[config.mk]
export PLATFORM = sky130hd
export DESIGN_NAME = ipd_power_ctrl
export DESIGN_NICKNAME = d
export VERILOG_FILES = /design/src/design/ipd_pkg.sv /design/src/design/ipd_wake_if.sv /design/src/design/ipd_wake_timer.sv /design/src/design/ipd_ram_guard.sv /design/src/design/ipd_power_ctrl.sv
export VERILOG_INCLUDE_DIRS = /design/src /design/src/design
export SDC_FILE = /design/constraint.sdc
export NUM_CORES = 1
export LEC_CHECK = 0
export ABC_CLOCK_PERIOD_IN_PS = 4750
export BUFFER_PORTS_ARGS = -buffer_cell sky130_fd_sc_hd__buf_2
export CORE_ASPECT_RATIO = 0.7
export CORE_UTILIZATION = 60
export DETAILED_ROUTE_END_ITERATION = 12
export PLACE_DENSITY = 0.81
export SLEW_MARGIN = 30
export SYNTH_ARGS = -nofsm -noshare
export SYNTH_HDL_FRONTEND = slang
export SYNTH_HIERARCHICAL = 1
export SYNTH_SLANG_ARGS = --single-unit
[constraint.sdc]
create_clock -name ref_clk -period 4.75 [get_ports ref_clk]
set_input_delay 0 -clock ref_clk [delete_from_list [all_inputs] [get_ports ref_clk]]
set_output_delay 0 -clock ref_clk [all_outputs]
set_load 0.03 [all_outputs]
[src/design/ipd_params.svh]
// Function
// - Idle halts core execution; peripherals and interrupt logic keep their clock.
// - Idle keeps internal RAM and special function registers unchanged.
// - Idle ends on any enabled active interrupt or on hardware reset.
// - Reset out of idle blocks RAM writes for two machine cycles, not ports.
// - Idle drives both strobes 1, power-down 0; port float/address per memory.
// - Power-down stops the oscillator after the requesting instruction completes.
// - Power-down keeps RAM and special function registers until exit.
// - Power-down exits only on hardware reset or enabled external interrupt.
// - Reset out of power-down restores registers but keeps RAM contents.
// - With wake edge select set, service starts at the pin's rising edge.
// - With wake edge select clear, resume 2 ms after the pin's falling edge.
`ifndef IPD_PARAMS_SVH
`define IPD_PARAMS_SVH

`define IPD_CLK_PERIOD_NS   10
`define IPD_WAKE_DELAY_MS   2
`define IPD_WAKE_CYCLES     ((`IPD_WAKE_DELAY_MS * 1000000) / `IPD_CLK_PERIOD_NS)
`define IPD_MC_CYCLES       12
`define IPD_BLOCK_MCS       2
`define IPD_BLOCK_CYCLES    (`IPD_MC_CYCLES * `IPD_BLOCK_MCS)
`define IPD_CNT_W           18
`define IPD_CTRL_RST        2'b00

`endif

[src/design/ipd_pkg.sv]
package ipd_pkg;
    typedef enum logic [1:0] {
        IPD_RUN,
        IPD_IDLE,
        IPD_PDOWN,
        IPD_WAKE
    } ipd_state_t;
endpackage : ipd_pkg

[src/design/ipd_wake_if.sv]
`timescale 1ns/1ps
// Wake request from the sequencer to the timer, with busy and done back
interface ipd_wake_if;
    logic start;
    logic busy;
    logic done;
    modport seq (output start, input busy, input done);
    modport tmr (input start, output busy, output done);
endinterface : ipd_wake_if

[src/design/ipd_wake_timer.sv]
`timescale 1ns/1ps
`include "ipd_params.svh"
module ipd_wake_timer
    import ipd_pkg::*;
#(
    parameter int unsigned WAKE_CYCLES = `IPD_WAKE_CYCLES
) (
    input  wire logic ref_clk,
    input  wire logic rst_n,
    ipd_wake_if.tmr   wk
);
    logic [`IPD_CNT_W-1:0] cnt_ff;
    logic [`IPD_CNT_W-1:0] nxt_cnt;
    logic                  busy_ff;
    logic                  done_ff;
    wire                   last = busy_ff && (cnt_ff == '0);

    // Self-timed resume count after the waking falling edge
    assign nxt_cnt = wk.start ? `IPD_CNT_W'(WAKE_CYCLES - 1) :
                     (busy_ff && !last) ? cnt_ff - `IPD_CNT_W'(1) : cnt_ff;
    always_ff @(posedge ref_clk) begin
        if (!rst_n) begin
            cnt_ff  <= '0;
            busy_ff <= 1'b0;
            done_ff <= 1'b0;
        end else begin
            cnt_ff  <= nxt_cnt;
            busy_ff <= wk.start | (busy_ff & !last);
            done_ff <= last & !wk.start;
        end
    end
    assign wk.busy = busy_ff;
    assign wk.done = done_ff;
endmodule : ipd_wake_timer

[src/design/ipd_ram_guard.sv]
`timescale 1ns/1ps
`include "ipd_params.svh"
module ipd_ram_guard
    import ipd_pkg::*;
(
    input  wire logic ref_clk,
    input  wire logic rst_n,
    input  wire logic start,
    output logic      block
);
    logic [4:0] cnt_ff;

    // Hold RAM writes off while the core may still run after reset
    always_ff @(posedge ref_clk) begin
        if (start) begin
            cnt_ff <= 5'(`IPD_BLOCK_CYCLES);
        end else if (cnt_ff != 5'h0) begin
            cnt_ff <= cnt_ff - 5'h1;
        end else if (!rst_n) begin
            cnt_ff <= 5'h0;
        end
    end
    assign block = (cnt_ff != 5'h0);
endmodule : ipd_ram_guard

[src/design/ipd_power_ctrl.sv]
`timescale 1ns/1ps
`include "ipd_params.svh"
// ************************************************
// Idle and power-down sequencer
// ************************************************
module ipd_power_ctrl
    import ipd_pkg::*;
#(
    parameter int unsigned WAKE_CYCLES = `IPD_WAKE_CYCLES
) (
    input  wire logic ref_clk,
    input  wire logic rst_n,
    input  wire logic idle_req_set,
    input  wire logic pdown_req_set,
    input  wire logic wake_edge_select,
    input  wire logic ext_prog_mem,
    input  wire logic irq_pending,
    input  wire logic ext_irq0_en,
    input  wire logic ext_irq1_en,
    input  wire logic ext_irq0_pin,
    input  wire logic ext_irq1_pin,
    input  wire logic core_ale,
    input  wire logic core_prog_store_strobe,
    input  wire logic ram_we_req,
    output logic      core_run,
    output logic      osc_run,
    output logic      periph_clk_en,
    output logic      sfr_hold,
    output logic      sfr_reset,
    output logic      ram_we,
    output logic      idle_bit,
    output logic      pdown_bit,
    output logic      addr_latch_strobe,
    output logic      prog_store_strobe,
    output logic      port0_float,
    output logic      port2_addr_en,
    output logic      isr_start
);
    ipd_state_t state_ff;
    ipd_state_t nxt_state;
    logic [1:0] ctrl_ff;
    logic       irq0_d_ff;
    logic       irq1_d_ff;
    logic       core_run_ff;
    logic       osc_ff;
    logic       pclk_ff;
    logic       hold_ff;
    logic       sfr_rst_ff;
    logic       we_ff;
    logic       ale_ff;
    logic       prog_store_strobe_ff;
    logic       p0f_ff;
    logic       p2a_ff;
    logic       isr_ff;
    logic       was_idle_ff;
    logic       ram_block;

    ipd_wake_if wk ();

    ipd_wake_timer #(.WAKE_CYCLES(WAKE_CYCLES)) u_timer (
        .ref_clk (ref_clk),
        .rst_n   (rst_n),
        .wk      (wk.tmr)
    );

    // ************************************************
    // Wake sources
    // ************************************************
    wire ext0_low  = ext_irq0_en && !ext_irq0_pin;
    wire ext1_low  = ext_irq1_en && !ext_irq1_pin;
    wire ext_low   = ext0_low || ext1_low;
    wire ext_fall  = (ext_irq0_en && irq0_d_ff && !ext_irq0_pin) ||
                     (ext_irq1_en && irq1_d_ff && !ext_irq1_pin);
    wire ext_rise  = (ext_irq0_en && !irq0_d_ff && ext_irq0_pin) ||
                     (ext_irq1_en && !irq1_d_ff && ext_irq1_pin);
    wire pd_sel    = ctrl_ff[1];
    wire in_idle   = (state_ff == IPD_IDLE);
    wire in_pd     = (state_ff == IPD_PDOWN) || (state_ff == IPD_WAKE);
    wire wake_go   = (state_ff == IPD_WAKE) &&
                     (wake_edge_select ? ext_rise : wk.done);
    assign wk.start = (state_ff == IPD_PDOWN) && ext_fall && !wake_edge_select;

    // Next state; only reset or an enabled external pin leaves power-down
    always_comb begin
        nxt_state = state_ff;
        case (state_ff)
            IPD_RUN: begin
                if (pd_sel) begin
                    nxt_state = IPD_PDOWN;
                end else if (ctrl_ff[0]) begin
                    nxt_state = IPD_IDLE;
                end
            end
            IPD_IDLE: begin
                if (irq_pending) begin
                    nxt_state = IPD_RUN;
                end
            end
            IPD_PDOWN: begin
                if (ext_low) begin
                    nxt_state = IPD_WAKE;
                end
            end
            IPD_WAKE: begin
                if (wake_go) begin
                    nxt_state = IPD_RUN;
                end
            end
            default: nxt_state = IPD_RUN;
        endcase
    end

    // Request bits: set by software, cleared by hardware on exit
    wire [1:0] nxt_ctrl = (state_ff != IPD_RUN && nxt_state == IPD_RUN) ? 2'b00 :
                          (ctrl_ff | {pdown_req_set, idle_req_set});

    always_ff @(posedge ref_clk) begin
        if (!rst_n) begin
            state_ff  <= IPD_RUN;
            ctrl_ff   <= `IPD_CTRL_RST;
            irq0_d_ff <= 1'b1;
            irq1_d_ff <= 1'b1;
        end else begin
            state_ff  <= nxt_state;
            ctrl_ff   <= nxt_ctrl;
            irq0_d_ff <= ext_irq0_pin;
            irq1_d_ff <= ext_irq1_pin;
        end
    end

    // Remember idle so a reset ending it opens the RAM write guard
    always_ff @(posedge ref_clk) begin
        was_idle_ff <= rst_n ? in_idle : 1'b0;
    end
    ipd_ram_guard u_guard (
        .ref_clk (ref_clk),
        .rst_n   (rst_n),
        .start   (!rst_n && was_idle_ff),
        .block   (ram_block)
    );

    // ************************************************
    // Registered outputs
    // ************************************************
    wire nxt_core_run = (nxt_state == IPD_RUN);
    wire nxt_osc      = !((nxt_state == IPD_PDOWN) ||
                          (nxt_state == IPD_WAKE && !wk.done && !ext_rise));
    wire nxt_pclk     = (nxt_state == IPD_RUN) || (nxt_state == IPD_IDLE);
    wire nxt_hold     = (nxt_state != IPD_RUN);
    wire nxt_we       = ram_we_req && (nxt_state == IPD_RUN) && !ram_block;
    wire nxt_idle_o   = (nxt_state == IPD_IDLE);
    wire nxt_pd_o     = (nxt_state == IPD_PDOWN) || (nxt_state == IPD_WAKE);
    wire nxt_ale      = nxt_idle_o ? 1'b1 : nxt_pd_o ? 1'b0 : core_ale;
    wire nxt_prog_store_strobe     = nxt_idle_o ? 1'b1 : nxt_pd_o ? 1'b0 : core_prog_store_strobe;
    wire nxt_p0f      = (nxt_idle_o || nxt_pd_o) && ext_prog_mem;
    wire nxt_p2a      = nxt_idle_o && ext_prog_mem;

    always_ff @(posedge ref_clk) begin
        if (!rst_n) begin
            core_run_ff <= 1'b1;
            osc_ff      <= 1'b1;
            pclk_ff     <= 1'b1;
            hold_ff     <= 1'b0;
            sfr_rst_ff  <= 1'b1;
            we_ff       <= 1'b0;
            ale_ff      <= 1'b1;
            prog_store_strobe_ff     <= 1'b1;
            p0f_ff      <= 1'b0;
            p2a_ff      <= 1'b0;
            isr_ff      <= 1'b0;
        end else begin
            core_run_ff <= nxt_core_run;
            osc_ff      <= nxt_osc;
            pclk_ff     <= nxt_pclk;
            hold_ff     <= nxt_hold;
            sfr_rst_ff  <= 1'b0;
            we_ff       <= nxt_we;
            ale_ff      <= nxt_ale;
            prog_store_strobe_ff     <= nxt_prog_store_strobe;
            p0f_ff      <= nxt_p0f;
            p2a_ff      <= nxt_p2a;
            isr_ff      <= wake_go;
        end
    end

    // RAM write enable is cleared by reset: contents survive it, guard gates it
    assign core_run          = core_run_ff;
    assign osc_run           = osc_ff;
    assign periph_clk_en     = pclk_ff;
    assign sfr_hold          = hold_ff;
    assign sfr_reset         = sfr_rst_ff;
    assign ram_we            = we_ff;
    assign idle_bit          = ctrl_ff[0];
    assign pdown_bit         = ctrl_ff[1];
    assign addr_latch_strobe = ale_ff;
    assign prog_store_strobe = prog_store_strobe_ff;
    assign port0_float       = p0f_ff;
    assign port2_addr_en     = p2a_ff;
    assign isr_start         = isr_ff;

    // ************************************************
    // Assertions
    // ************************************************
    a_idle_strobes_high: assert property (@(posedge ref_clk) disable iff (!rst_n)
        $past(nxt_state == IPD_IDLE) && $past(rst_n) |-> ale_ff && prog_store_strobe_ff)
        else $error("Strobes not high in idle");
    a_pdown_strobes_low: assert property (@(posedge ref_clk) disable iff (!rst_n)
        $past(nxt_pd_o) && $past(rst_n) |-> !ale_ff && !prog_store_strobe_ff)
        else $error("Strobes not low in power-down");
    a_idle_core_halt: assert property (@(posedge ref_clk) disable iff (!rst_n)
        in_idle && $past(in_idle) |-> !core_run && periph_clk_en)
        else $error("Core running or peripherals stopped in idle");
    a_idle_irq_exit: assert property (@(posedge ref_clk) disable iff (!rst_n)
        in_idle && irq_pending |=> state_ff == IPD_RUN ##1 core_run)
        else $error("Idle did not end on interrupt");
    a_pd_prec: assert property (@(posedge ref_clk) disable iff (!rst_n)
        state_ff == IPD_RUN && ctrl_ff == 2'b11 |=> state_ff == IPD_PDOWN)
        else $error("Power-down did not win");
    a_pd_osc_stop: assert property (@(posedge ref_clk) disable iff (!rst_n)
        state_ff == IPD_PDOWN && $past(state_ff == IPD_PDOWN) |-> !osc_run)
        else $error("Oscillator running in power-down");
    a_pd_no_exit: assert property (@(posedge ref_clk) disable iff (!rst_n)
        state_ff == IPD_PDOWN && !ext_low |=> state_ff == IPD_PDOWN)
        else $error("Power-down left without wake source");
    a_pd_hold_regs: assert property (@(posedge ref_clk) disable iff (!rst_n)
        in_pd && $past(in_pd) |-> sfr_hold && !ram_we)
        else $error("Registers not held in power-down");
    a_edge_wake: assert property (@(posedge ref_clk) disable iff (!rst_n)
        state_ff == IPD_WAKE && wake_edge_select && ext_rise |=> isr_start)
        else $error("No service start on rising edge");
    a_timed_wake: assert property (@(posedge ref_clk) disable iff (!rst_n)
        state_ff == IPD_WAKE && !wake_edge_select && wk.done |=> isr_start && core_run)
        else $error("No resume after timed delay");
    a_ctrl_clear: assert property (@(posedge ref_clk) disable iff (!rst_n)
        state_ff != IPD_RUN && nxt_state == IPD_RUN |=> ctrl_ff == 2'b00)
        else $error("Request bits not cleared on exit");
    a_reset_sfr: assert property (@(posedge ref_clk)
        !rst_n |=> sfr_reset && !ram_we)
        else $error("Registers not reset");
    a_ram_guard: assert property (@(posedge ref_clk) disable iff (!rst_n)
        ram_block |=> !ram_we)
        else $error("RAM write during guard");
    a_idle_keep: assert property (@(posedge ref_clk) disable iff (!rst_n)
        in_idle && $past(in_idle) |-> sfr_hold && !ram_we)
        else $error("State changed in idle");

    c_idle_entry: cover property (@(posedge ref_clk) state_ff == IPD_IDLE);
    c_pd_timed: cover property (@(posedge ref_clk) wk.done);
    c_pd_edge: cover property (@(posedge ref_clk) wake_go && wake_edge_select);
    c_guard: cover property (@(posedge ref_clk) ram_block);
endmodule : ipd_power_ctrl

==> results of run 1 <==
## how the worst max path moves through the flow
| stage | from | endpoint | cells after the start |
|---|---|---|---|
| after floorplan | u_timer/cnt_ff[12] | u_timer/cnt_ff[17] | 4 |
| after global placement | u_timer/cnt_ff[5] | u_timer/cnt_ff[16] | 4 |
| after detailed placement | u_timer/cnt_ff[5] | u_timer/cnt_ff[14] | 4 |
| after CTS | u_timer/cnt_ff[5] | u_timer/cnt_ff[14] | 4 |
| after global routing | u_timer/cnt_ff[5] | u_timer/cnt_ff[15] | 4 |
| final | u_timer/cnt_ff[5] | u_timer/cnt_ff[14] | 4 |
## metal layers
layer / routed length (µm) / track usage / up-vias / part of all wire
met3: 315 / 0.0552 / 2 / 0.076
li1: - / - / 864 / -
met4: 23 / 0.0900 / 0 / 0.0056
met1: 2050 / 0.384 / 784 / 0.49
met2: 1760 / 0.345 / 56 / 0.42
met5: 0 / 0 / - / 0
## power by group
part	switching [mW]	internal, mW	leakage, nW
clock	0.114	0.103	0.0422
sequential	0.0423	0.408	0.353
combinational	0.136	0.114	0.519
total	0.292	0.625	0.915
## synthesized netlist by cell type, types with 5 or more instances
cell type	number
sky130_fd_sc_hd__dfxtp_1	43
sky130_fd_sc_hd__nand2_1	17
sky130_fd_sc_hd__a21oi_1	11
sky130_fd_sc_hd__inv_1	11
sky130_fd_sc_hd__nor3_1	10
sky130_fd_sc_hd__nor2_1	9
sky130_fd_sc_hd__a31oi_1	7
sky130_fd_sc_hd__nand3_1	7
sky130_fd_sc_hd__o31ai_1	7
sky130_fd_sc_hd__nand2b_1	5
sky130_fd_sc_hd__o21ai_0	5
sky130_fd_sc_hd__or3_1	5
sky130_fd_sc_hd__or4_1	5
## metrics by stage
stage	worst slack (ns)	util	total power, mW
after global placement	2.76	0.674	0.695
final	2.55	0.725	0.917
after CTS	2.64	0.725	0.922
after floorplan	2.84	-	0.647
after global routing	2.31	0.725	0.973
after detailed placement	2.66	0.674	0.699
## critical path: stages (launching register included)
cell                      delay (ns)
sky130_fd_sc_hd__dfxtp_1        0.35
sky130_fd_sc_hd__nor3_1         0.68
sky130_fd_sc_hd__nand4_1        0.38
sky130_fd_sc_hd__or4_1          0.56
sky130_fd_sc_hd__a21oi_1        0.16
## flip-flops by register name, indices dropped and copies added (netlist names), 2 cells and up
register,flops
state_ff,2
u_guard/cnt_ff,5
u_timer/cnt_ff,18
ctrl_ff,2
## area by class of cell
type / count / area [µm²]
repair buffers: 35 / 218
clock buffers: 7 / 76.3
flip-flops and latches: 43 / 861
multi-input cells: 153 / 1030
clock inverters: 1 / 5.00
fillers: 250 / 866
well taps: 38 / 47.5
inverters: 11 / 41.3
## cells by family after synthesis
kind of cell | share of synthesized area
simple gates | 0.292
fa+ha+maj | 0.0190
buf+inv | 0.0399
flops | 0.436
mux | 0.00507
compound gates | 0.198
xor+xnor | 0.00888
## repair_timing
action | in CTS | in global routing
endpoints found under the setup margin | 0 | 0
hold buffers | 8 | 0
endpoints found under the hold margin | 9 | 0
==> out/results.txt, run 1 <==
The tools report the number of violations of the max-capacitance limit as 0. Once detailed placement completed, the half-perimeter wirelength came to 2870 µm. The effective utilization at floorplan was 0.627; the sequential share of the synthesized area was 0.436. Most used flip-flop cell after synthesis: sky130_fd_sc_hd__dfxtp_1.

Counting along the longest clock path gives a buffer depth of 2. The total grt overflow came out at 0. The number of vias per cell after detailed routing is 5.92, and the count of standard-cell rows is 17.

The synthesized design spends more area on one cell type than any other, namely sky130_fd_sc_hd__dfxtp_1. In this run the worst hold path is classified as primary input to flip-flop. The startpoint-to-endpoint class of the critical path is flip-flop to flip-flop. The clock-pin slew on the worst setup and hold paths is 0.07 ns, and the number of buffers added by the clock tree synthesis step is 5. The ratio of final minimum period to clock period is 0.463.

At the pin with the least slew margin, the transition time is 0.805 ns. The flow ran to the end, but the final reports show violations. Synthesis produced 212 cells. From left edge to right edge, the die measures 70.5 µm.

The checks that failed: design-rule violations. The tools report the number of I/O pins as 27. The port buffer count works out to 26.

The first global-routing pass estimated 6730 µm of wire. In this run the static leakage power is 0.915 nW. In the final design database the tool counted 266 nets. Setup repair after global routing left no endpoint under its margin. The achievable frequency came out at 454 MHz. The tools report the worst min-delay path startpoint as rst_n.

For hold timing, the worst endpoint is core_run. The number of nets handed over by synthesis was 229. The headroom to the max-slew limit was 0.459. Yosys mapped a number of flops with a built-in enable equal to 0. In the layout the commonest cells are sky130_fd_sc_hd__dfxtp_1 (43), sky130_fd_sc_hd__buf_2 (26), sky130_fd_sc_hd__nand2_1 (17).

The final setup violation count is 0. For this block, the initial DRC count from the detailed router was 197. The tools report the total track usage as 0.252. Setup slack on the worst reg-to-reg path comes out at 2.55 ns.

For the worst flop-to-flop path, the logic depth is 4. In this run the cell area measured after placement is 0.00212 mm². The top cell type's share of synthesized area is 0.436. For the final database, setup skew stands at 0.00526 ns. Entering global routing, the biggest net connects 24 pins.

The logs give 0 for the number of antenna violations at the first check in global routing and 56 for the count of unique library cells instantiated by Yosys. Source of the worst register-to-register timing path: u_timer/cnt_ff[5]. The run gives 0.00315 mm² as the core region area.

The largest fanout of any net on the critical path was 8. The fraction of registers with async set/reset is 0, and the number of cells in the finished layout apart from fillers is 288. The data arrival time of the critical path was 2.42 ns. The final instance area came out at 0.00228 mm². The number of post-CTS setup repair buffers came out at 0. In the final timing run, aggregate negative setup slack is 0 ns. The netlist area before placement was 0.00197 mm². For this design, the sink count on the clock tree is 43. The floorplan step defined a die boundary enclosing 0.00353 mm². The pre-antenna-repair detailed-routing pass consisted of 8 iterations. In this run, placement finished with an instance count of 272.

Subtracting the final worst setup slack from the clock period gives 2.20 ns. Average size of a mapped cell: 9.31 µm². The endpoint of the lowest-slack register-to-register path is u_timer/cnt_ff[14]. Synthesis inferred 43 register bits. For the number of hold-slack violations in the final timing report, the log shows 0. Compared with the post-synthesis result, the final layout area differs by 15.7%. The detailed router placed 1706 vias in this run. The share of post-route cells with drive strength above 1 was 0.192. For the count of antenna-violating nets left after detailed routing, the log shows 0.

The data required time of the worst path is 4.97 ns, and the total number of H-tree levels is 2. For this run, the number of Yosys warnings is 6. The clock reaches the later pin of the worst-skew pair after 0.29 ns. The tools report the nature of the critical path startpoint as a flip-flop. TritonCTS built the clock tree. The run gives 1390 as the via count of the first global-routing pass.

For the number of pins exceeding their max-slew limit in the final report, the log shows 0. The run gives 4140 µm as the total length of routed wires. The tools report the clock tree root driver cell as sky130_fd_sc_hd__clkbuf_8. Yosys attributes the largest share of cell area to sky130_fd_sc_hd__dfxtp_1 (44%), sky130_fd_sc_hd__nand2_1 (3.2%), sky130_fd_sc_hd__a21oi_1 (2.8%). For the number of resized instances in the post-cts repair step, the log shows 0. After detailed routing, the number of remaining DRC violations is 6.

STA classifies the critical path endpoint as a flip-flop. 0 antenna diodes ended up in the layout. Routability-driven placement finished with a final weighted congestion of 0.876.

After detailed routing, the average wire length per cell comes to 14.4 µm. The die height came out at 50.0 µm. The power per standard cell area is 402 mW/mm². Across the VDD grid, the largest voltage drop is 308 µV.

The library cell used most frequently in the layout, excluding fill and tap cells, is sky130_fd_sc_hd__dfxtp_1. Counting instances, the worst hold path has a depth of 2. The run gives 0.0718 ns as the final hold slack.
Note: power is estimated with default switching activity, not from simulation.
==> run 2: changes to the inputs <==
--- a/config.mk
+++ b/config.mk
@@ -6,12 +6,12 @@
 export SDC_FILE = /design/constraint.sdc
 export NUM_CORES = 1
 export LEC_CHECK = 0
-export ABC_CLOCK_PERIOD_IN_PS = 4750
+export ABC_CLOCK_PERIOD_IN_PS = 2300
 export BUFFER_PORTS_ARGS = -buffer_cell sky130_fd_sc_hd__buf_2
 export CORE_ASPECT_RATIO = 0.7
-export CORE_UTILIZATION = 60
+export CORE_UTILIZATION = 56
 export DETAILED_ROUTE_END_ITERATION = 12
-export PLACE_DENSITY = 0.81
+export PLACE_DENSITY = 0.76
 export SLEW_MARGIN = 30
 export SYNTH_ARGS = -nofsm -noshare
 export SYNTH_HDL_FRONTEND = slang
==> constraint.sdc (replaced) <==
create_clock -name ref_clk -period 2.3 [get_ports ref_clk]
set_input_delay 0 -clock ref_clk [delete_from_list [all_inputs] [get_ports ref_clk]]
set_output_delay 0 -clock ref_clk [all_outputs]
set_load 0.03 [all_outputs]
==> run 2 against run 1 <==
Net effect:
- the flow now finishes without violations
- clock skew is 0.0021 ns higher
- clock power is 110% higher
- via count grew 1.7%
- die area increased by 6.9%
- highest routed layer unchanged
- core utilization is 1.4 points lower
- sequential share of layout area shrank 0.53 points
- sequential cell count unchanged
==> out/results.txt, run 2 (synthesis gave the netlist of run 1 again) <==
The port buffer count came out at 26 (unchanged). For the number of pins exceeding their max-slew limit in the final report, the log shows 0 (unchanged). The final setup violation count came out at 0 (unchanged). The die height came out at 51.7 µm (+3.4%). Headroom to the max-slew limit: 0.597 (+0.138). The tools report the core occupancy in the finished layout as 0.711 (-0.0137).

The clock-pin slew on the worst setup and hold paths was 0.07 ns (about the same). The number of cells traversed by the worst hold path came out at 2 (unchanged). The path with the worst hold slack has its endpoint at core_run.

Minimum setup slack in the final design: 0.264 ns (-2.29 ns). The clock sink total was 43 (unchanged). The run gives 0.926 nW (+1.2%) as the static leakage.

The worst clock skew on the final layout was 0.00732 ns (+0.00207 ns). The number of hold-slack violations in the final timing report came out at 0 (unchanged). The number of diodes added for antenna fixing came out at 0 (unchanged). The first-iteration detailed-routing DRC count is 160 (-19%). The number of violations of the max-capacitance limit was 0 (unchanged); the largest fanout of any net on the critical path was 8 (unchanged).

Walking the worst path, the cells encountered are nor3b_1, nand4_1, or4_1, a21oi_1. The logs give 0.00377 mm² (+6.9%) for the area of the die and 491 MHz (+8.0%) for the achievable frequency. The DRC violation count after routing was 0 (-6); the share of post-route cells with drive strength above 1 was 0.202 (+0.0104). For the number of cells in the finished layout apart from fillers, the log shows 299 (+3.8%). The actual transition at the worst max-transition pin came out at 0.599 ns (-0.206 ns).

The power per standard cell area is 828 mW/mm² (+110%). The library cells used most frequently in the layout, excluding fill and tap cells, are sky130_fd_sc_hd__dfxtp_1 (43), sky130_fd_sc_hd__buf_2 (26), sky130_fd_sc_hd__nand2_1 (17). STA classifies the critical path endpoint as a flip-flop.

The worst register-to-register path begins at u_timer/wk.busy. The delay of the slowest critical-path stage is 0.49 ns (-0.19 ns), and the total number of H-tree levels is 2 (unchanged). The tools report the critical path startpoint as u_timer/wk.busy.

The startpoint-to-endpoint class of the critical path was flip-flop to flip-flop. For this design, the slowest cell found on the critical path is sky130_fd_sc_hd__or4_1. The ratio of final minimum period to clock period is 0.885 (+0.422). The total grt overflow came out at 0 (unchanged). The number of detailed-route iterations in the first pass is 4 (-4), and the number of flip-flops in the largest register is 18 (unchanged). The final hold slack is 0.0790 ns (+0.00729 ns).

The total track usage was 0.256 (+0.00352); the number of vias per cell after detailed routing was 5.80 (-2.0%). The effective utilization at floorplan is 0.606 (-0.0205). The final net count was 268 (+0.75%); the total via count after detailed routing was 1735 (+1.7%). For the number of I/O pins, the log shows 27 (unchanged). The tools report the via count of the first global-routing pass as 1539 (+11%). Setup repair after global routing left no endpoint under its margin. From synthesis to final layout, the design area changed by 17.3%. The data arrival time of the critical path is 2.24 ns (-0.18 ns). The data required time of the worst path is 2.50 ns (-2.47 ns). TritonCTS built the clock tree.

The tools report the setup slack on the worst flop-to-flop path as 0.26 ns (-2.29 ns). The minimum clock period was 2.04 ns (-0.164 ns). The tools report the clock tree root driver cell as sky130_fd_sc_hd__clkbuf_8. The tools report the core region area as 0.00325 mm² (+3.4%). Final RePlAce weighted congestion: 0.870 (-0.70%). The nature of the critical path startpoint is a flip-flop.

The run finished with clean final reports. The tools report the endpoint of the lowest-slack register-to-register path as u_timer/cnt_ff[15]. The maximum count of clock buffers along a single path came out at 2 (unchanged).

The peak supply drop was 709 µV (+130%); the total length of routed wires was 4360 µm (+5.3%). The width of the die was 72.9 µm (+3.4%). The most common library cell in the layout ignoring fill and taps was sky130_fd_sc_hd__dfxtp_1. The later-pin clock latency in the skew report is 0.28 ns (about the same). The largest registers in the layout are u_timer/cnt_ff (18), u_guard/cnt_ff (5). HPWL after detailed placement: 3250 µm (+13%). The global-route wire length before repair is 7210 µm (+7.1%).

The tools report the count of antenna-violating nets left after detailed routing as 0 (unchanged). The tools report the number of post-CTS setup repair buffers as 0 (unchanged). The average wire per standard cell was 14.6 µm (+1.4%); the number of antenna violations at the first check in global routing was 0 (unchanged). The tightest min-delay check is of the primary input to flip-flop type. The run gives 0 ns (unchanged) as the summed negative setup slack over all endpoints. The post-place setup slack was 0.275 ns (-2.38 ns).

Count of cells along the worst register-to-register path: 4 (unchanged). The register with the most flip-flops in the final layout is u_timer/cnt_ff. The number of buffers added by the clock tree synthesis step is 5 (unchanged), and the instance count after placement with tap cells included is 283 (+4.0%). Largest net degree at the start of global routing: 24 (unchanged). The worst min-delay path startpoint is rst_n.

Count of standard-cell rows: 17 (unchanged).
## run 2: changes by cell type in the layout (fill, tap and decap cells not counted)
cell / before / now
sky130_fd_sc_hd__nor4b_2: 0 / 1
sky130_fd_sc_hd__nor4b_1: 1 / 0
sky130_fd_sc_hd__buf_4: 1 / 3
## run 2: how the worst max path moves through the flow
stage,to,slack [ns],depth (start not counted)
finish,u_timer/cnt_ff[15],0.26,4
global route,u_timer/cnt_ff[6],0.08,6
CTS,u_timer/cnt_ff[1],0.27,6
detailed placement,u_timer/cnt_ff[1],0.27,6
global placement,u_timer/cnt_ff[1],0.33,6
floorplan,u_timer/cnt_ff[17],0.39,4
## run 2: metal layers
layer / global-route usage / share of wire
met1: 0.351 / 0.48
met2: 0.403 / 0.44
met3: 0.0640 / 0.075
met4: 0.0654 / 0.0055
met5: 0 / 0
## run 2: worst max-delay path, delay by kind of cell (launching register included)
kind | cells | cell delay [ns]
flops | 1 | 0.44
simple gates | 3 | 1.34
compound gates | 1 | 0.18
## run 2: layout make-up
class | instances | area, µm²
fillers | 265 | 940
clock inverters | 1 | 5.00
multi-input cells | 153 | 1040
flip-flops and latches | 43 | 861
inverters | 11 | 41.3
well taps | 47 | 58.8
clock buffers | 7 | 76.3
repair buffers | 37 | 233
## run 2: power breakdown
group          switching [mW]  internal (mW)
Clock                   0.233          0.213
Sequential             0.0915          0.843
Combinational           0.293          0.243
## run 2: what timing repair did
action | 4_1_cts | 5_1_grt
endpoints found under the setup margin | 0 | 1
hold buffers | 8 | 0
gates resized for setup | 0 | 1
endpoints found under the hold margin | 9 | 0
## run 2: through the flow
| stage | instance area (µm²) | power [mW] |
|---|---|---|
| 2_1_floorplan | 1970 | 1.34 |
| 3_3_place_gp | 2150 | 1.43 |
| 3_5_place_dp | 2150 | 1.47 |
| 4_1_cts | 2310 | 1.92 |
| 5_1_grt | 2310 | 2.04 |
| 6_report | 2310 | 1.92 |
==> run 3: changes to the inputs <==
--- a/config.mk
+++ b/config.mk
@@ -6,10 +6,12 @@
 export SDC_FILE = /design/constraint.sdc
 export NUM_CORES = 1
 export LEC_CHECK = 0
+export ABC_AREA = 1
 export ABC_CLOCK_PERIOD_IN_PS = 2300
 export BUFFER_PORTS_ARGS = -buffer_cell sky130_fd_sc_hd__buf_2
+export CAP_MARGIN = 10
 export CORE_ASPECT_RATIO = 0.7
-export CORE_UTILIZATION = 56
+export CORE_UTILIZATION = 57
 export DETAILED_ROUTE_END_ITERATION = 12
 export PLACE_DENSITY = 0.76
 export SLEW_MARGIN = 30
==> run 3 against run 2 <==
Net effect:
- wire length grew 9.4%
- via count rose by 17%
- sequential power up 15%
- sequential share of layout area down 4.5 points
- combinational power rose to 2.8 times the previous value
- largest cell class unchanged
- first-iteration DRC count up 5.6%
- core utilization is 1.1 points higher
- global-route usage shrank 0.58 points
- register-to-register slack improved by 0.20 ns
- setup slack improved by 0.20 ns
- die area up 12%
==> out/results.txt, run 3 <==
The clock sink total is 43 (unchanged). The average size of a mapped cell was 7.15 µm² (-23%); the summed negative setup slack over all endpoints was 0 ns (unchanged). Number of buffers added by the clock tree synthesis step: 5 (unchanged). By area the synthesized netlist is led by sky130_fd_sc_hd__dfxtp_1 (38%), sky130_fd_sc_hd__nand2_1 (12%), sky130_fd_sc_hd__nand3_1 (7.3%). The minimum clock period is 1.83 ns (-0.203 ns), and the headroom to the max-slew limit is 0.583 (-0.0135). The via count of the first global-routing pass is 1792 (+16%), and the final instance area is 0.00264 mm² (+14%).

Number of enable-type register cells in the synthesized netlist: 0 (unchanged). The run gives 0 (unchanged) as the number of violations of the max-capacitance limit. The clock-pin slew on the worst setup and hold paths came out at 0.08 ns (about the same).

The logs give 0.382 (-0.0538) for the sequential share of the synthesized area and 0.00421 mm² (+12%) for the area of the die. Endpoint of the lowest-slack register-to-register path: u_timer/cnt_ff[17]. The count of standard-cell rows was 18 (+1).

Compared with the post-synthesis result, the final layout area differs by 17.1%. The logs give 0.00225 mm² (+14%) for the netlist area before placement and 2 (unchanged) for the total number of H-tree levels. The total grt overflow came out at 0 (unchanged). Startpoint-to-endpoint class of the critical path: flip-flop to flip-flop. The met2 track demand over resource in global routing is 0.387 (-0.0165).

The logs give 0.722 (+0.0110) for the core occupancy in the finished layout and 0.617 (+0.0106) for the effective utilization at floorplan. Ranked by flip-flop count, first place goes to u_timer/cnt_ff. sky130_fd_sc_hd__nand2_1 is the most common cell in the netlist. Most common library cell in the layout ignoring fill and taps: sky130_fd_sc_hd__nand2_1. The port buffer count came out at 26 (unchanged). The count of buffer and inverter cells on the critical path works out to 4 (+4).

The final RePlAce weighted congestion is 0.937 (+7.7%), and the number of vias per cell after detailed routing is 5.03 (-13%). The flow ran to the end, and the final reports show no timing, DRC or antenna violations. For the largest net degree at the start of global routing, the log shows 19 (-21%). The most used flip-flop cell after synthesis is sky130_fd_sc_hd__dfxtp_1.

The run gives 169 (+5.6%) as the first-iteration detailed-routing DRC count. The standard cell with the maximum stage delay on the critical path was sky130_fd_sc_hd__dfxtp_1. The count of cells along the worst register-to-register path is 8 (+4), and the ratio of final minimum period to clock period is 0.797 (-0.0882). Final net count: 370 (+38%).

Synthesized netlist cell count: 315 (+49%). In the layout the commonest cells are sky130_fd_sc_hd__nand2_1 (72), sky130_fd_sc_hd__inv_1 (43), sky130_fd_sc_hd__dfxtp_1 (43). Number of flip-flops in the largest register: 18 (unchanged). The layout filler cell count came out at 310 (+17%).

The category of the worst setup path capture point is a flip-flop. The worst min-delay path endpoint was u_timer/cnt_ff[1]. Achievable frequency: 545 MHz (+11%). The tools report the count of antenna-violating nets left after detailed routing as 0 (unchanged). The number of I/O pins came out at 27 (unchanged). The critical path goes through inv_2, nor4_1, clkinv_1, buf_4, nand3_1, nand3_1, nand2_1, inv_1. The worst clock skew on the final layout is 0.00340 ns (-0.00392 ns), and the final setup violation count is 0 (unchanged).

For the number of pins exceeding their max-slew limit in the final report, the log shows 0 (unchanged). The met1 routing resource usage after global routing is 0.345 (-0.00580). met2 is the most crowded layer. The actual transition at the worst max-transition pin came out at 0.625 ns (+0.0258 ns). For the net count of the mapped netlist, the log shows 332 (+45%). The worst setup path is launched from a flip-flop. For the number of detailed-route iterations in the first pass, the log shows 4 (unchanged). The peak supply drop came out at 676 µV (-4.6%).

The largest fanout of any net on the critical path works out to 18 (+10). The share of post-route cells with drive strength above 1 came out at 0.206 (+0.00383). The die height was 54.6 µm (+5.6%); the data required time of the worst path was 2.49 ns (about the same). Family with the most delay on the worst path: simple AND/OR/NAND/NOR gates. The instance count after placement with tap cells included is 388 (+37%), and the number of register bits inferred by synthesis is 43 (unchanged). Ranked by instance count, the synthesized netlist is headed by sky130_fd_sc_hd__nand2_1 (72), sky130_fd_sc_hd__dfxtp_1 (43), sky130_fd_sc_hd__inv_1 (43). The run gives 404 (+35%) as the number of cells in the finished layout apart from fillers. Cell accounting for the most synthesized area: sky130_fd_sc_hd__dfxtp_1. The setup slack on the worst flop-to-flop path was 0.47 ns (+0.20 ns). The top cell type's share of synthesized area is 0.382 (-0.0538), and the static leakage is 1.33 nW (+44%). The DRC violation count after routing is 0 (unchanged).

For the HPWL after detailed placement, the log shows 3480 µm (+7.1%). Total of warnings raised by yosys: 6 (unchanged). The clock tree root driver cell was sky130_fd_sc_hd__clkbuf_8. Placed standard-cell area: 0.00242 mm² (+13%). Type of the tightest min-delay check: primary input to flip-flop. The data arrival time of the critical path is 2.03 ns (-0.21 ns), and the delay of the slowest critical-path stage is 0.56 ns (+0.07 ns). For the number of post-CTS setup repair buffers, the log shows 0 (unchanged). The run gives 0.29 ns (about the same) as the later-pin clock latency in the skew report.

The met3 track utilization from global routing was 0.0617 (-0.00229); the average wire per standard cell was 11.8 µm (-19%). Core region area: 0.00365 mm² (+12%). Cell type with the highest occurrence count on the critical path: sky130_fd_sc_hd__nand3_1. The worst hold path begins at rst_n. The global-route wire length before repair is 8050 µm (+12%), and the fraction of registers with async set/reset is 0 (unchanged).

The tools report the number of diodes added for antenna fixing as 0 (unchanged). The total length of routed wires came out at 4770 µm (+9.4%). The run gives 34 (-39%) as the count of unique library cells instantiated by Yosys. The power per standard cell area is 1240 mW/mm² (+50%). The number of cells traversed by the worst hold path is 3 (+1). Setup repair after global routing left no endpoint under its margin.

The width of the die works out to 77.1 µm (+5.7%). The tools report the source of the worst register-to-register timing path as state_ff[1]. Total track usage: 0.250 (-0.00583). The tools report the number of antenna violations at the first check in global routing as 0 (unchanged). The largest registers in the layout are u_timer/cnt_ff (18), u_guard/cnt_ff (5). The logs give 2 (unchanged) for the maximum count of clock buffers along a single path and 0 (unchanged) for the number of hold-slack violations in the final timing report.

TritonCTS built the clock tree. Total via count after detailed routing: 2031 (+17%).
[run 3: cell count changes after synthesis, moves of 7 or more]
cell                      before  now
sky130_fd_sc_hd__inv_1        11   43
sky130_fd_sc_hd__nand2_1      17   72
sky130_fd_sc_hd__nand2_2       0    7
sky130_fd_sc_hd__nand3_1       7   33
sky130_fd_sc_hd__nor2_1        9   37
sky130_fd_sc_hd__nor3_1       10    3
sky130_fd_sc_hd__o31ai_1       7    0
[run 3: area by class of cell]
| class | instances | area [µm²] | share of cell area |
|---|---|---|---|
| clock buffer | 6 | 72.6 | 0.0275 |
| clock inverter | 2 | 60.1 | 0.0228 |
| multi-input combinational | 217 | 1160 | 0.441 |
| timing repair buffer | 37 | 233 | 0.0883 |
| inverter | 49 | 185 | 0.0703 |
| sequential | 43 | 861 | 0.327 |
| tap | 50 | 62.6 | 0.0237 |
[run 3: worst max path at each step]
| stage | startpoint | endpoint | depth (start not counted) |
|---|---|---|---|
| floorplan | state_ff[1] | u_timer/cnt_ff[10] | 8 |
| global route | state_ff[1] | u_timer/cnt_ff[17] | 8 |
| global placement | state_ff[1] | u_timer/cnt_ff[17] | 8 |
| detailed placement | state_ff[1] | u_timer/cnt_ff[16] | 8 |
| CTS | state_ff[1] | u_timer/cnt_ff[17] | 8 |
| finish | state_ff[1] | u_timer/cnt_ff[17] | 8 |
[run 3: per-layer routing]
layer  routed length (µm)  vias to the layer above  share of wire
met5                    0                        -              0
met4                   58                        0          0.012
met3                  321                        4          0.067
met2                 2040                       56           0.43
met1                 2350                      906           0.49
li1                     -                     1065              -
[run 3: repair_timing]
item	4_1_cts	5_1_grt
resized for setup	0	0
hold buffers	8	0
endpoints found under the hold margin	9	0
[run 3: stage by stage]
step | worst slack (ns) | hold slack, ns | power [mW]
3_5_place_dp | 0.519 | 0.213 | 2.58
4_1_cts | 0.461 | 0.0987 | 3.28
6_report | 0.466 | 0.0906 | 3.28
2_1_floorplan | 0.671 | 0.0966 | 2.29
5_1_grt | 0.245 | 0.104 | 3.54
3_3_place_gp | 0.584 | 0.209 | 2.55
[run 3: power breakdown]
part	switching [mW]	total, mW	internal (mW)
registers	0.140	1.07	0.926
clock network	0.253	0.687	0.434
logic	1.01	1.52	0.516
total	1.40	3.28	1.88
[run 3: logic make-up after synthesis]
| kind of cell | count (synthesis) | share of synthesized area |
|---|---|---|
| simple gates | 184 | 0.406 |
| xor+xnor | 8 | 0.0311 |
| compound gates | 22 | 0.0623 |
| flops | 43 | 0.382 |
| fa+ha+maj | 3 | 0.0167 |
| buf+inv | 55 | 0.102 |
[run 3: worst register-to-register path, stage by stage, from the launching register on]
cell and delay, ns:
sky130_fd_sc_hd__dfxtp_1 0.56, sky130_fd_sc_hd__inv_2 0.07, sky130_fd_sc_hd__nor4_1 0.47, sky130_fd_sc_hd__clkinv_1 0.12, sky130_fd_sc_hd__buf_4 0.22, sky130_fd_sc_hd__nand3_1 0.11, sky130_fd_sc_hd__nand3_1 0.08, sky130_fd_sc_hd__nand2_1 0.08
sky130_fd_sc_hd__inv_1 0.04
